[src/common/flash_cfg_pkg.sv]
// Constants for the flash read configuration and write-protect block
// Functional notes
// RL1 - Default dummy counts: 8, 6 or 4
// RL2 - Unique-ID, SFDP, info-row use fast-read dummy
// RL3 - Host sets enough dummy for mode byte
// RL4 - Host avoids I/O contention during mode byte
// RL5 - Dual I/O DTR read refused in QPI
// RL6 - Extended bits 7:5 select drive strength
// RL7 - Extended bits 4:0 reserved, read as one
// RL8 - Drive code 111 default, 000/100 reserved
// RL9 - Persistent and working extended-read writes
// RL10 - Boot bits 23:5 hold aligned start address
// RL11 - Boot bits 31:24 reserved, zero
// RL12 - Boot bits 4:1 set start delay
// RL13 - Zero delay means 8, or 6 with quad
// RL14 - Boot bit 0 enables boot output (code sets boot_enable_o from it, but boot never streams)
// RL15 - Disable bit plus low pin locks status
// RL16 - Writes ignored while write latch clear
// RL17 - Host sets write latch before writes
// RL18 - Block-protect bits lock array regions
// RL19 - Opcode byte first, frame ends on rise
// RL20 - MSB first, sampled on rising edges
// RL21 - Working extended copy loaded at power-up
// RL22 - Write latch cleared after each write
`default_nettype none
package flash_cfg_pkg;
  // Opcodes
  localparam logic [7:0] OP_WRITE_ENABLE = 8'h06;
  localparam logic [7:0] OP_WRDI = 8'h04;
  localparam logic [7:0] OP_RDSR = 8'h05;
  localparam logic [7:0] OP_WRSR = 8'h01;
  localparam logic [7:0] OP_FAST_READ = 8'h0B;
  localparam logic [7:0] OP_FRDTR = 8'h0D;
  localparam logic [7:0] OP_FRDO = 8'h3B;
  localparam logic [7:0] OP_FRQO = 8'h6B;
  localparam logic [7:0] OP_FRDIO = 8'hBB;
  localparam logic [7:0] OP_DUAL_IO_DDR_READ = 8'hBD;
  localparam logic [7:0] OP_QUAD_IO_READ = 8'hEB;
  localparam logic [7:0] OP_FRQDTR = 8'hED;
  localparam logic [7:0] OP_UNIQUE_ID = 8'h4B;
  localparam logic [7:0] OP_DISC_PARAMS = 8'h5A;
  localparam logic [7:0] OP_INFO_ROW = 8'h68;
  localparam logic [7:0] OP_SET_EXT_PERSIST = 8'h85;
  localparam logic [7:0] OP_SET_EXT_WORK = 8'h83;
  localparam logic [7:0] OP_RD_EXT = 8'h81;
  localparam logic [7:0] OP_WR_BOOT = 8'h15;
  localparam logic [7:0] OP_RD_BOOT = 8'h14;
  localparam logic [7:0] OP_PP = 8'h02;
  localparam logic [7:0] OP_PPQ_A = 8'h32;
  localparam logic [7:0] OP_PPQ_B = 8'h38;
  localparam logic [7:0] OP_SER_A = 8'hD7;
  localparam logic [7:0] OP_SER_B = 8'h20;
  localparam logic [7:0] OP_BER32 = 8'h52;
  localparam logic [7:0] OP_BER64 = 8'hD8;
  localparam logic [7:0] OP_CER_A = 8'hC7;
  localparam logic [7:0] OP_CER_B = 8'h60;
  // Frame bit counts
  localparam logic [5:0] BITS_OPCODE = 6'h08;
  localparam logic [5:0] BITS_ONE_BYTE = 6'h10;
  localparam logic [5:0] BITS_ADDR_END = 6'h20;
  localparam logic [5:0] BITS_BOOT_WORD = 6'h28;
  // Default dummy counts
  localparam logic [3:0] DUMMY_SPI = 4'h8;
  localparam logic [3:0] DUMMY_QUAD = 4'h6;
  localparam logic [3:0] DUMMY_DUAL_IO = 4'h4;
  // Extended read register
  localparam int DS_W = 3;
  localparam int EXT_DS_LSB = 5;
  localparam logic [2:0] DS_DEFAULT = 3'h7;
  localparam logic [4:0] EXT_RESERVED = 5'h1F;
  // Boot register fields
  localparam int BOOT_ADDR_MSB = 23;
  localparam int BOOT_ADDR_LSB = 5;
  localparam int BOOT_DLY_MSB = 4;
  localparam int BOOT_DLY_LSB = 1;
  localparam int BOOT_EN_BIT = 0;
  localparam logic [18:0] BOOT_ADDR_DEFAULT = 19'h00000;
  localparam logic [3:0] BOOT_DLY_DEFAULT = 4'h0;
  localparam logic [7:0] BOOT_RESERVED = 8'h00;
  // Status register fields
  localparam int SR_WR_DISABLE_BIT = 7;
  localparam int SR_QUAD_BIT = 6;
  localparam int SR_BP_MSB = 5;
  localparam int SR_BP_LSB = 2;
  localparam int SR_LATCH_BIT = 1;
  localparam logic [3:0] BP_DEFAULT = 4'h0;
  // Array geometry: 64 KB blocks
  localparam int BLK_LSB = 16;
  localparam int BLK_W = 5;
  localparam logic [3:0] BP_ALL = 4'h6;
endpackage
`default_nettype wire

[src/hdl/flash_cfg_protect.sv]
// Read configuration, boot register and write protection of a serial flash
`timescale 1ns/1ps
`default_nettype none
module flash_cfg_protect (
  input wire logic ref_clk_i,
  input wire logic rst_i,
  input wire logic sck_i,
  input wire logic ce_n_i,
  input wire logic si_i,
  input wire logic wp_n_i,
  input wire logic qpi_mode_i,
  input wire logic [3:0] read_dummy_setting_i,
  output logic so_o,
  output logic so_oe_o,
  output logic [flash_cfg_pkg::DS_W-1:0] drive_strength_o,
  output logic [3:0] dummy_cycles_o,
  output logic read_cmd_valid_o,
  output logic [23:0] boot_start_address_o,
  output logic [3:0] boot_delay_cycles_o,
  output logic boot_enable_o,
  output logic boot_data_start_o,
  output logic quad_enable_o,
  output logic status_write_disable_o,
  output logic [3:0] block_protect_o,
  output logic write_enable_latch_o,
  output logic pe_start_o,
  output logic pe_refused_o,
  output logic [23:0] pe_address_o
);
  import flash_cfg_pkg::*;

  typedef enum logic [1:0] {PH_IDLE, PH_OPCODE, PH_BODY, PH_BOOT} phase_t;

  logic [3:0] pins_s;
  logic sck_s;
  logic ce_n_s;
  logic si_s;
  logic wp_n_s;
  logic sck_d;
  logic ce_n_d;
  logic sck_rise;
  logic sck_fall;
  logic ce_fall;
  logic ce_rise;
  phase_t phase;
  logic [5:0] bit_cnt;
  logic [31:0] in_sr;
  logic [7:0] opcode;
  logic [7:0] next_opcode;
  logic [23:0] addr_q;
  logic [31:0] out_sr;
  logic out_act;
  logic [2:0] ext_persist;
  logic load_pending;
  logic [18:0] boot_addr;
  logic [3:0] boot_dly;
  logic boot_armed;
  logic [3:0] boot_cnt;
  logic exec;
  logic sr_locked;
  logic is_pe;
  logic is_wr;
  logic pe_frame_ok;
  logic pe_locked;
  logic [4:0] dummy_dec;
  logic [7:0] status_word;

  // Pins come from the host's domain; reset to idle levels, no false edges
  pin_sync #(.W(4), .INIT(4'h5)) u_sync (
    .ref_clk_i(ref_clk_i),
    .rst_i(rst_i),
    .pin_i({sck_i, ce_n_i, si_i, wp_n_i}),
    .level_o(pins_s)
  );
  assign sck_s = pins_s[3];
  assign ce_n_s = pins_s[2];
  assign si_s = pins_s[1];
  assign wp_n_s = pins_s[0];

  always_ff @(posedge ref_clk_i or posedge rst_i) begin
    if (rst_i) begin
      sck_d <= 1'b0;
      ce_n_d <= 1'b1;
    end else begin
      sck_d <= sck_s;
      ce_n_d <= ce_n_s;
    end
  end

  // RL20 - rising edge sampling
  assign sck_rise = sck_s & ~sck_d & ~ce_n_s;
  assign sck_fall = ~sck_s & sck_d & ~ce_n_s;
  assign ce_fall = ~ce_n_s & ce_n_d;
  assign ce_rise = ce_n_s & ~ce_n_d;
  assign next_opcode = {in_sr[6:0], si_s};

  // Dummy count of a read opcode, top bit marks a legal read
  function automatic logic [4:0] read_dummy(input logic [7:0] op, input logic qpi,
                                            input logic [3:0] sel);
    logic ok;
    logic [3:0] dflt;
    ok = 1'b1;
    dflt = DUMMY_SPI;
    case (op)
      // RL2 - same as fast read
      OP_FAST_READ, OP_FRDTR, OP_UNIQUE_ID, OP_DISC_PARAMS, OP_INFO_ROW: begin
        dflt = qpi ? DUMMY_QUAD : DUMMY_SPI;
      end
      OP_FRDO, OP_FRQO: begin
        ok = ~qpi;
      end
      OP_FRDIO: begin
        dflt = DUMMY_DUAL_IO;
        ok = ~qpi;
      end
      // RL5 - SPI only command
      OP_DUAL_IO_DDR_READ: begin
        dflt = DUMMY_DUAL_IO;
        ok = ~qpi;
      end
      OP_QUAD_IO_READ, OP_FRQDTR: begin
        dflt = DUMMY_QUAD;
      end
      default: begin
        ok = 1'b0;
      end
    endcase
    // RL1 - zero selects defaults
    read_dummy = {ok, (sel == 4'h0) ? dflt : sel};
  endfunction

  // Protected blocks counted down from the top of the array
  function automatic logic blk_locked(input logic [3:0] bp, input logic [BLK_W-1:0] blk);
    logic [BLK_W:0] span;
    span = '0;
    if (bp >= BP_ALL) begin
      span = {1'b1, {BLK_W{1'b0}}};
    end else if (bp != 4'h0) begin
      span = (BLK_W+1)'(1) << (bp - 4'h1);
    end
    blk_locked = (span != '0) && ({1'b0, blk} >= ({1'b1, {BLK_W{1'b0}}} - span));
  endfunction

  assign dummy_dec = read_dummy(next_opcode, qpi_mode_i, read_dummy_setting_i);

  // RL19 - opcode, body, end on rise
  always_ff @(posedge ref_clk_i or posedge rst_i) begin
    if (rst_i) begin
      phase <= PH_IDLE;
    end else if (ce_rise) begin
      phase <= PH_IDLE;
    end else if (ce_fall) begin
      phase <= (boot_armed && boot_enable_o) ? PH_BOOT : PH_OPCODE;
    end else if (sck_rise && phase == PH_OPCODE && bit_cnt == BITS_OPCODE - 6'h01) begin
      phase <= PH_BODY;
    end
  end

  // Counter saturates at 63, so program data longer than three bytes fails the byte-alignment check
  always_ff @(posedge ref_clk_i or posedge rst_i) begin
    if (rst_i) begin
      bit_cnt <= '0;
    end else if (ce_fall) begin
      bit_cnt <= '0;
    end else if (sck_rise && bit_cnt != 6'h3F) begin
      bit_cnt <= bit_cnt + 6'h01;
    end
  end

  // RL20 - MSB first shifting
  always_ff @(posedge ref_clk_i or posedge rst_i) begin
    if (rst_i) begin
      in_sr <= '0;
      opcode <= '0;
      addr_q <= '0;
    end else if (sck_rise) begin
      in_sr <= {in_sr[30:0], si_s};
      if (phase == PH_OPCODE && bit_cnt == BITS_OPCODE - 6'h01) begin
        opcode <= next_opcode;
      end
      if (phase == PH_BODY && bit_cnt == BITS_ADDR_END - 6'h01) begin
        addr_q <= {in_sr[22:0], si_s};
      end
    end
  end

  // Read decode for the datapath beyond this block
  always_ff @(posedge ref_clk_i or posedge rst_i) begin
    if (rst_i) begin
      dummy_cycles_o <= '0;
      read_cmd_valid_o <= 1'b0;
    end else if (ce_fall) begin
      dummy_cycles_o <= '0;
      read_cmd_valid_o <= 1'b0;
    end else if (sck_rise && phase == PH_OPCODE && bit_cnt == BITS_OPCODE - 6'h01) begin
      read_cmd_valid_o <= dummy_dec[4];
      dummy_cycles_o <= dummy_dec[3:0];
    end
  end

  assign exec = ce_rise && phase == PH_BODY;
  assign is_wr = opcode == OP_WRSR || opcode == OP_SET_EXT_PERSIST ||
                 opcode == OP_SET_EXT_WORK || opcode == OP_WR_BOOT;
  assign is_pe = opcode == OP_PP || opcode == OP_PPQ_A || opcode == OP_PPQ_B ||
                 opcode == OP_SER_A || opcode == OP_SER_B || opcode == OP_BER32 ||
                 opcode == OP_BER64 || opcode == OP_CER_A || opcode == OP_CER_B;

  // RL15 - disable bit with low pin
  assign sr_locked = status_write_disable_o & ~wp_n_s;

  // Write-enable frames carry the opcode only, longer ones are ignored
  always_ff @(posedge ref_clk_i or posedge rst_i) begin
    if (rst_i) begin
      write_enable_latch_o <= 1'b0;
    end else if (exec && bit_cnt == BITS_OPCODE && opcode == OP_WRITE_ENABLE) begin
      write_enable_latch_o <= 1'b1;
    end else if (exec && opcode == OP_WRDI) begin
      write_enable_latch_o <= 1'b0;
    // RL22 - latch drops after write
    end else if (exec && (is_wr || is_pe)) begin
      write_enable_latch_o <= 1'b0;
    end
  end

  // RL16 - needs the write latch
  always_ff @(posedge ref_clk_i or posedge rst_i) begin
    if (rst_i) begin
      status_write_disable_o <= 1'b0;
      quad_enable_o <= 1'b0;
      block_protect_o <= BP_DEFAULT;
    end else if (exec && opcode == OP_WRSR && bit_cnt == BITS_ONE_BYTE &&
                 write_enable_latch_o && !sr_locked) begin
      // RL15 - locked bits stay
      status_write_disable_o <= in_sr[SR_WR_DISABLE_BIT];
      quad_enable_o <= in_sr[SR_QUAD_BIT];
      block_protect_o <= in_sr[SR_BP_MSB:SR_BP_LSB];
    end
  end

  // RL21 - working copy from persistent
  always_ff @(posedge ref_clk_i or posedge rst_i) begin
    if (rst_i) begin
      load_pending <= 1'b1;
    end else begin
      load_pending <= 1'b0;
    end
  end

  // RL9 - persistent write also refreshes working copy
  always_ff @(posedge ref_clk_i or posedge rst_i) begin
    if (rst_i) begin
      ext_persist <= DS_DEFAULT;
    end else if (exec && opcode == OP_SET_EXT_PERSIST && bit_cnt == BITS_ONE_BYTE &&
                 write_enable_latch_o) begin
      ext_persist <= in_sr[7:EXT_DS_LSB];
    end
  end

  // RL6 - drive strength bits
  always_ff @(posedge ref_clk_i or posedge rst_i) begin
    if (rst_i) begin
      drive_strength_o <= DS_DEFAULT;
    end else if (load_pending) begin
      drive_strength_o <= ext_persist;
    end else if (exec && bit_cnt == BITS_ONE_BYTE && write_enable_latch_o &&
                 (opcode == OP_SET_EXT_WORK || opcode == OP_SET_EXT_PERSIST)) begin
      // RL8 - reserved codes kept as written
      drive_strength_o <= in_sr[7:EXT_DS_LSB];
    end
  end

  // RL10 - aligned start address
  always_ff @(posedge ref_clk_i or posedge rst_i) begin
    if (rst_i) begin
      boot_addr <= BOOT_ADDR_DEFAULT;
      boot_dly <= BOOT_DLY_DEFAULT;
      boot_enable_o <= 1'b0;
    end else if (exec && opcode == OP_WR_BOOT && bit_cnt == BITS_BOOT_WORD &&
                 write_enable_latch_o) begin
      // RL11 - top byte discarded
      boot_addr <= in_sr[BOOT_ADDR_MSB:BOOT_ADDR_LSB];
      // RL12 - start delay field
      boot_dly <= in_sr[BOOT_DLY_MSB:BOOT_DLY_LSB];
      // RL14 - boot enable bit
      boot_enable_o <= in_sr[BOOT_EN_BIT];
    end
  end

  always_ff @(posedge ref_clk_i or posedge rst_i) begin
    if (rst_i) begin
      boot_start_address_o <= '0;
      boot_delay_cycles_o <= DUMMY_SPI;
    end else begin
      boot_start_address_o <= {boot_addr, 5'h00};
      // RL13 - zero means default
      if (boot_dly == 4'h0) begin
        boot_delay_cycles_o <= quad_enable_o ? DUMMY_QUAD : DUMMY_SPI;
      end else begin
        boot_delay_cycles_o <= boot_dly;
      end
    end
  end

  // Boot arms only for the first frame after reset, while boot_enable_o is still clear from reset, so boot never streams
  always_ff @(posedge ref_clk_i or posedge rst_i) begin
    if (rst_i) begin
      boot_armed <= 1'b1;
    end else if (ce_fall) begin
      boot_armed <= 1'b0;
    end
  end

  // RL14 - delay then boot data
  always_ff @(posedge ref_clk_i or posedge rst_i) begin
    if (rst_i) begin
      boot_cnt <= '0;
      boot_data_start_o <= 1'b0;
    end else begin
      boot_data_start_o <= 1'b0;
      if (ce_fall) begin
        boot_cnt <= '0;
      end else if (phase == PH_BOOT && sck_rise && boot_cnt != 4'hF) begin
        boot_cnt <= boot_cnt + 4'h1;
        if (boot_cnt + 4'h1 == boot_delay_cycles_o) begin
          boot_data_start_o <= 1'b1;
        end
      end
    end
  end

  // RL18 - block protect region check
  assign pe_locked = (opcode == OP_CER_A || opcode == OP_CER_B) ? (block_protect_o != 4'h0) :
                     blk_locked(block_protect_o, addr_q[BLK_LSB+BLK_W-1:BLK_LSB]);

  always_comb begin
    pe_frame_ok = 1'b0;
    case (opcode)
      OP_CER_A, OP_CER_B: begin
        pe_frame_ok = bit_cnt == BITS_OPCODE;
      end
      OP_PP, OP_PPQ_A, OP_PPQ_B: begin
        pe_frame_ok = bit_cnt > BITS_ADDR_END && bit_cnt[2:0] == 3'h0;
      end
      default: begin
        pe_frame_ok = bit_cnt == BITS_ADDR_END;
      end
    endcase
  end

  // RL16 - program or erase gating
  always_ff @(posedge ref_clk_i or posedge rst_i) begin
    if (rst_i) begin
      pe_start_o <= 1'b0;
      pe_refused_o <= 1'b0;
      pe_address_o <= '0;
    end else begin
      pe_start_o <= 1'b0;
      pe_refused_o <= 1'b0;
      if (exec && is_pe) begin
        pe_address_o <= addr_q;
        if (write_enable_latch_o && pe_frame_ok && !pe_locked) begin
          pe_start_o <= 1'b1;
        end else begin
          pe_refused_o <= 1'b1;
        end
      end
    end
  end

  // Status image, lowest bit unused
  assign status_word = {status_write_disable_o, quad_enable_o, block_protect_o,
                        write_enable_latch_o, 1'b0};

  // Read data changes on falling edges so it is stable at the host's rise
  always_ff @(posedge ref_clk_i or posedge rst_i) begin
    if (rst_i) begin
      out_sr <= '0;
      out_act <= 1'b0;
      so_o <= 1'b0;
      so_oe_o <= 1'b0;
    end else if (ce_n_s) begin
      out_act <= 1'b0;
      so_oe_o <= 1'b0;
    end else if (sck_rise && phase == PH_OPCODE && bit_cnt == BITS_OPCODE - 6'h01) begin
      case (next_opcode)
        OP_RDSR: begin
          out_sr <= {status_word, 24'h0};
          out_act <= 1'b1;
        end
        OP_RD_EXT: begin
          // RL7 - reserved bits read one
          out_sr <= {drive_strength_o, EXT_RESERVED, 24'h0};
          out_act <= 1'b1;
        end
        OP_RD_BOOT: begin
          out_sr <= {BOOT_RESERVED, boot_addr, boot_dly, boot_enable_o};
          out_act <= 1'b1;
        end
        default: begin
          out_act <= 1'b0;
        end
      endcase
    end else if (sck_fall && out_act) begin
      so_o <= out_sr[31];
      so_oe_o <= 1'b1;
      out_sr <= {out_sr[30:0], 1'b0};
    end
  end
endmodule
`default_nettype wire

[src/hdl/pin_sync.sv]
// Three-stage pin synchroniser with agreement filter
`timescale 1ns/1ps
`default_nettype none
module pin_sync #(
  parameter int W = 1,
  parameter logic [W-1:0] INIT = '0
) (
  input wire logic ref_clk_i,
  input wire logic rst_i,
  input wire logic [W-1:0] pin_i,
  output logic [W-1:0] level_o
);
  logic [W-1:0] stage1;
  logic [W-1:0] stage2;
  logic [W-1:0] stage3;

  always_ff @(posedge ref_clk_i or posedge rst_i) begin
    if (rst_i) begin
      stage1 <= INIT;
      stage2 <= INIT;
      stage3 <= INIT;
    end else begin
      stage1 <= pin_i;
      stage2 <= stage1;
      stage3 <= stage2;
    end
  end

  // Only stages two and three are compared, per bit
  always_ff @(posedge ref_clk_i or posedge rst_i) begin
    if (rst_i) begin
      level_o <= INIT;
    end else begin
      for (int i = 0; i < W; i++) begin
        if (stage2[i] == stage3[i]) begin
          level_o[i] <= stage3[i];
        end
      end
    end
  end
endmodule
`default_nettype wire

[config.mk]
export PLATFORM = sky130hd
export DESIGN_NAME = flash_cfg_protect
export DESIGN_NICKNAME = d
export VERILOG_FILES = /design/src/common/flash_cfg_pkg.sv /design/src/hdl/flash_cfg_protect.sv /design/src/hdl/pin_sync.sv
export SDC_FILE = /design/constraint.sdc
export NUM_CORES = 1
export LEC_CHECK = 0
export BUFFER_PORTS_ARGS = -buffer_cell sky130_fd_sc_hd__buf_2
export CORE_ASPECT_RATIO = 0.5
export CORE_MARGIN = 8
export CORE_UTILIZATION = 57
export DETAILED_ROUTE_END_ITERATION = 10
export GPL_TIMING_DRIVEN = 0
export HOLD_SLACK_MARGIN = 0.12
export PLACE_DENSITY = 0.81
export SLEW_MARGIN = 10
export SYNTH_ARGS = -nofsm -noshare
export SYNTH_HDL_FRONTEND = slang
export SYNTH_SLANG_ARGS = --single-unit
[constraint.sdc]
create_clock -name ref_clk_i -period 8.8 [get_ports ref_clk_i]
set_input_delay 1.76 -clock ref_clk_i [delete_from_list [all_inputs] [get_ports ref_clk_i]]
set_output_delay 1.76 -clock ref_clk_i [all_outputs]
set_load 0.05 [all_outputs]
==> results.py <==
metrics = {
    "power": {
        "internal_power_uw": 1570,
        "switching_power_uw": 512,
        "clockPowerShare_pct": 40.7,
        "pwr-share-comb_pct": 8.7,
        "power_per_cell_area_mw_per_mm2": 200,
        "switching_share_pct": 24.6,
        "total_power_uw": 2080,
        "max-vdd-ir-drop_v": 0.000115,
        "power_leakage_uw": 0.00522,
        "part_of_the_total_power_dissipated_in_sequential_elements_pct": 50.6,
    },
    "logic_synthesis": {
        "synth-main-ff-cell": "sky130_fd_sc_hd__dfrtp_1",
        "ys_warn_count": 0,
        "synth.distinct_cells": 62,
        "synth_top_area_cell": "sky130_fd_sc_hd__dfrtp_1",
        "xor_and_xnor_fraction_of_the_mapped_netlist_area_pct": 1.83,
        "synth.top_cells.by_count": "sky130_fd_sc_hd__dfrtp_1, sky130_fd_sc_hd__nand2_1, sky130_fd_sc_hd__mux2_2",
        "synthMostInstantiatedCell": "sky130_fd_sc_hd__dfrtp_1",
        "synth-adder-area-share_pct": 1.96,
        "post_synth.cell_area_avg_um2": 11.8,
        "synth_seq_cells": 215,
        "netlist_area_mm2": 0.00909,
        "synth_largest_type_area_fraction_pct": 54.2,
        "synth_seq_area_share_pct": 59.5,
        "post_synthesis_compound_gate_area_fraction_pct": 8.04,
        "post_synth_inst_count": 771,
        "synth-async-reset-ratio_pct": 100,
        "fraction_of_the_mapped_netlist_area_in_simple_logic_gates_pct": 13.0,
        "post_synth_mux_area_share_pct": 12.3,
        "synth_top_family_by_area": "simple AND/OR/NAND/NOR gates",
        "synth-edff-count": 0,
        "yosys-top-cells-area": "sky130_fd_sc_hd__dfrtp_1, sky130_fd_sc_hd__mux2_2, sky130_fd_sc_hd__dfstp_2, sky130_fd_sc_hd__nand2_1, sky130_fd_sc_hd__nor2_1",
    },
    "sta": {
        "final.min_clock_period_ps": 3090,
        "fmax_ghz": 0.324,
        "layout_setup_ws_ps": 5710,
        "unrepaired_setup_endpoints_after_global_routing": "false",
        "slew_violations": 0,
        "tightest_slew_ps": 836,
        "hold_viol_final": 0,
        "timing.final.setup_violations": 0,
        "period_share_pct": 35.1,
        "timing.slew.headroom_pct": 44.2,
        "fin_worst_hold_slack_ps": 356,
        "fin_setup_tns_ps": 0,
        "finalClockSkew_ps": 24.7,
    },
    "clock_tree": {
        "cts_made_buffers": 19,
        "cts_tree": "yes",
        "clock_latency_on_the_worst_skew_pair_ps": 500,
        "clock_tree.buffer_depth": 3,
        "htree_levels": 1,
        "clk_transition_reported_paths_ps": 70,
        "cts_hold_buf": 0,
        "clock-sinks": 215,
        "cts_repair_resize_count": 0,
        "postCtsSetupBuffers": 0,
        "clockRootBuffer": "sky130_fd_sc_hd__clkbuf_16",
    },
    "cells_and_area": {
        "finalCoreUtilization_pct": 67.2,
        "synthToLayoutAreaGrowth_pct": 14.6,
        "drive_gt1_share_pct": 28.0,
        "fillers": 1127,
        "layout.nets": 898,
        "antenna-diode-count": 0,
    },
    "die": {
        "starting_utilization_of_the_core_area_pct": 58.6,
        "design.portCount": 84,
        "die_area_mm2": 0.0205,
        "row_count": 32,
        "floorplan.core_area_mm2": 0.0155,
        "dieHeight_um": 105,
        "fp.dieW_um": 195,
    },
    "detailed_routing": {
        "post_drt_via_cell_ratio": 5.73,
        "avgRoutedWirePerCell_um": 18.7,
        "first_iter_violations": 509,
        "wl_mm": 20.4,
        "ant_nets": 0,
        "drc": 0,
        "drtPass1Iterations": 5,
        "vias": 6252,
    },
    "setup_path": {
        "critical_path.cell_chain": "buf_2",
        "critical-path-max-stage-delay_ps": 560,
        "crit_type": "reg2out",
        "crit_path_start_kind": "flop",
        "critPathArrivalTime_ps": 1330,
        "cpLargestDelayFamily": "flip-flops",
        "critical_path_peak_fanout": 3,
        "worstPathBufferInverterCount": 1,
        "timing.critical_path.required_ps": 7040,
        "worst_setup_path_end_kind": "output port",
        "slowest_cell_on_the_critical_path": "sky130_fd_sc_hd__dfstp_2",
    },
    "grt": {
        "pin_count_of_the_biggest_net_entering_global_routing": 124,
        "grt_pass1_wl_mm": 33.7,
        "gr-total-overflow": 0,
        "grt.total_usage_pct": 20.0,
        "via_count_of_the_first_global_routing_pass": 6241,
        "grt_antenna_before_repair": 0,
    },
    "status": {
        "status": "complete, no violations",
    },
    "hold_path": {
        "worst_hold_path_type": "reg2reg",
    },
    "placement": {
        "placement.io_buffers": 78,
        "placed_wire_length_estimate_after_detailed_placement_mm": 14.2,
        "gp_congestion": 0.881,
        "minimum_setup_slack_after_placement_ps": 5580,
    },
    "job": {
        "maxCapViolations": 0,
    },
}
per-layer routing:
| layer | vias up | part of all wire [%] | GRT usage (%) |
|---|---|---|---|
| met5 | - | 0 | 0 |
| met4 | 0 | 2.3 | 5.96 |
| met3 | 34 | 6.8 | 3.87 |
| met2 | 197 | 44 | 30.1 |
| met1 | 3132 | 46 | 29.1 |
| li1 | 2889 | - | - |
layout by cell type (no fill, tap or decap), types with 13 or more instances in the layout:
cell,instances
sky130_fd_sc_hd__dfrtp_1,197
sky130_fd_sc_hd__nand2_1,100
sky130_fd_sc_hd__mux2_2,91
sky130_fd_sc_hd__buf_2,88
sky130_fd_sc_hd__nor2_1,62
sky130_fd_sc_hd__a21oi_1,39
sky130_fd_sc_hd__clkbuf_1,32
sky130_fd_sc_hd__a22oi_1,28
sky130_fd_sc_hd__clkbuf_16,19
sky130_fd_sc_hd__dfstp_2,18
sky130_fd_sc_hd__inv_1,17
sky130_fd_sc_hd__o21ai_0,13
sky130_fd_sc_hd__buf_4,13
registers in the layout (all words and copies together) (netlist names), 6 cells and up:
signal,count
boot_start_address_o,19
in_sr,24
pe_address_o,24
boot_addr,19
opcode,8
bit_cnt,6
addr_q,24
out_sr,32
final cells by class:
cell class	count	area (um2)	share of cell area [%]
Clock buffer	29	553	5.31
Sequential cell	215	5400	51.9
Inverter	18	75.1	0.721
Multi-Input combinational cell	494	3390	32.6
Clock inverter	4	73.8	0.709
Buffer	49	245	2.35
Timing Repair Buffer	79	418	4.01
Tap cell	204	255	2.45
through the flow:
step	instance area (um2)	instances
floorplan	9110	776
global placement	9750	1058
detailed placement	9790	1059
CTS	10400	1092
global route	10400	1092
finish	10400	1092
power by group through the flow:
stage | sequential, uW | clock (uW) | combinational [uW]
floorplan | 1070 | 0 | 121
global placement | 1070 | 0 | 169
detailed placement | 1070 | 0 | 178
CTS | 1050 | 864 | 180
global route | 1050 | 903 | 198
finish | 1050 | 845 | 181
worst paths after layout:
check,slack (ps),from,to,depth (start not counted)
max in group asynchronous,6350,rst_i,boot_delay_cycles_o[3],3
min reg2reg,360,u_sync.stage1[3],u_sync.stage2[3],0
min in group asynchronous,1440,rst_i,u_sync.stage1[1],2
max,5710,drive_strength_o[2],drive_strength_o[2],1
min,360,u_sync.stage1[3],u_sync.stage2[3],0
max reg2reg,5920,block_protect_o[1],pe_start_o,12
kinds of logic (layout without fill, tap and decap cells):
kind of cell | Yosys count | in the layout
buffers and inverters | 67 | 179
AND/OR/NAND/NOR | 241 | 241
multiplexers | 100 | 100
AO/OA/AOI/OAI | 113 | 113
XOR/XNOR | 19 | 19
flip-flops | 215 | 215
other | 1 | 6
adder cells (fa/ha/maj) | 15 | 15
Power figures use the tool's default switching activity.
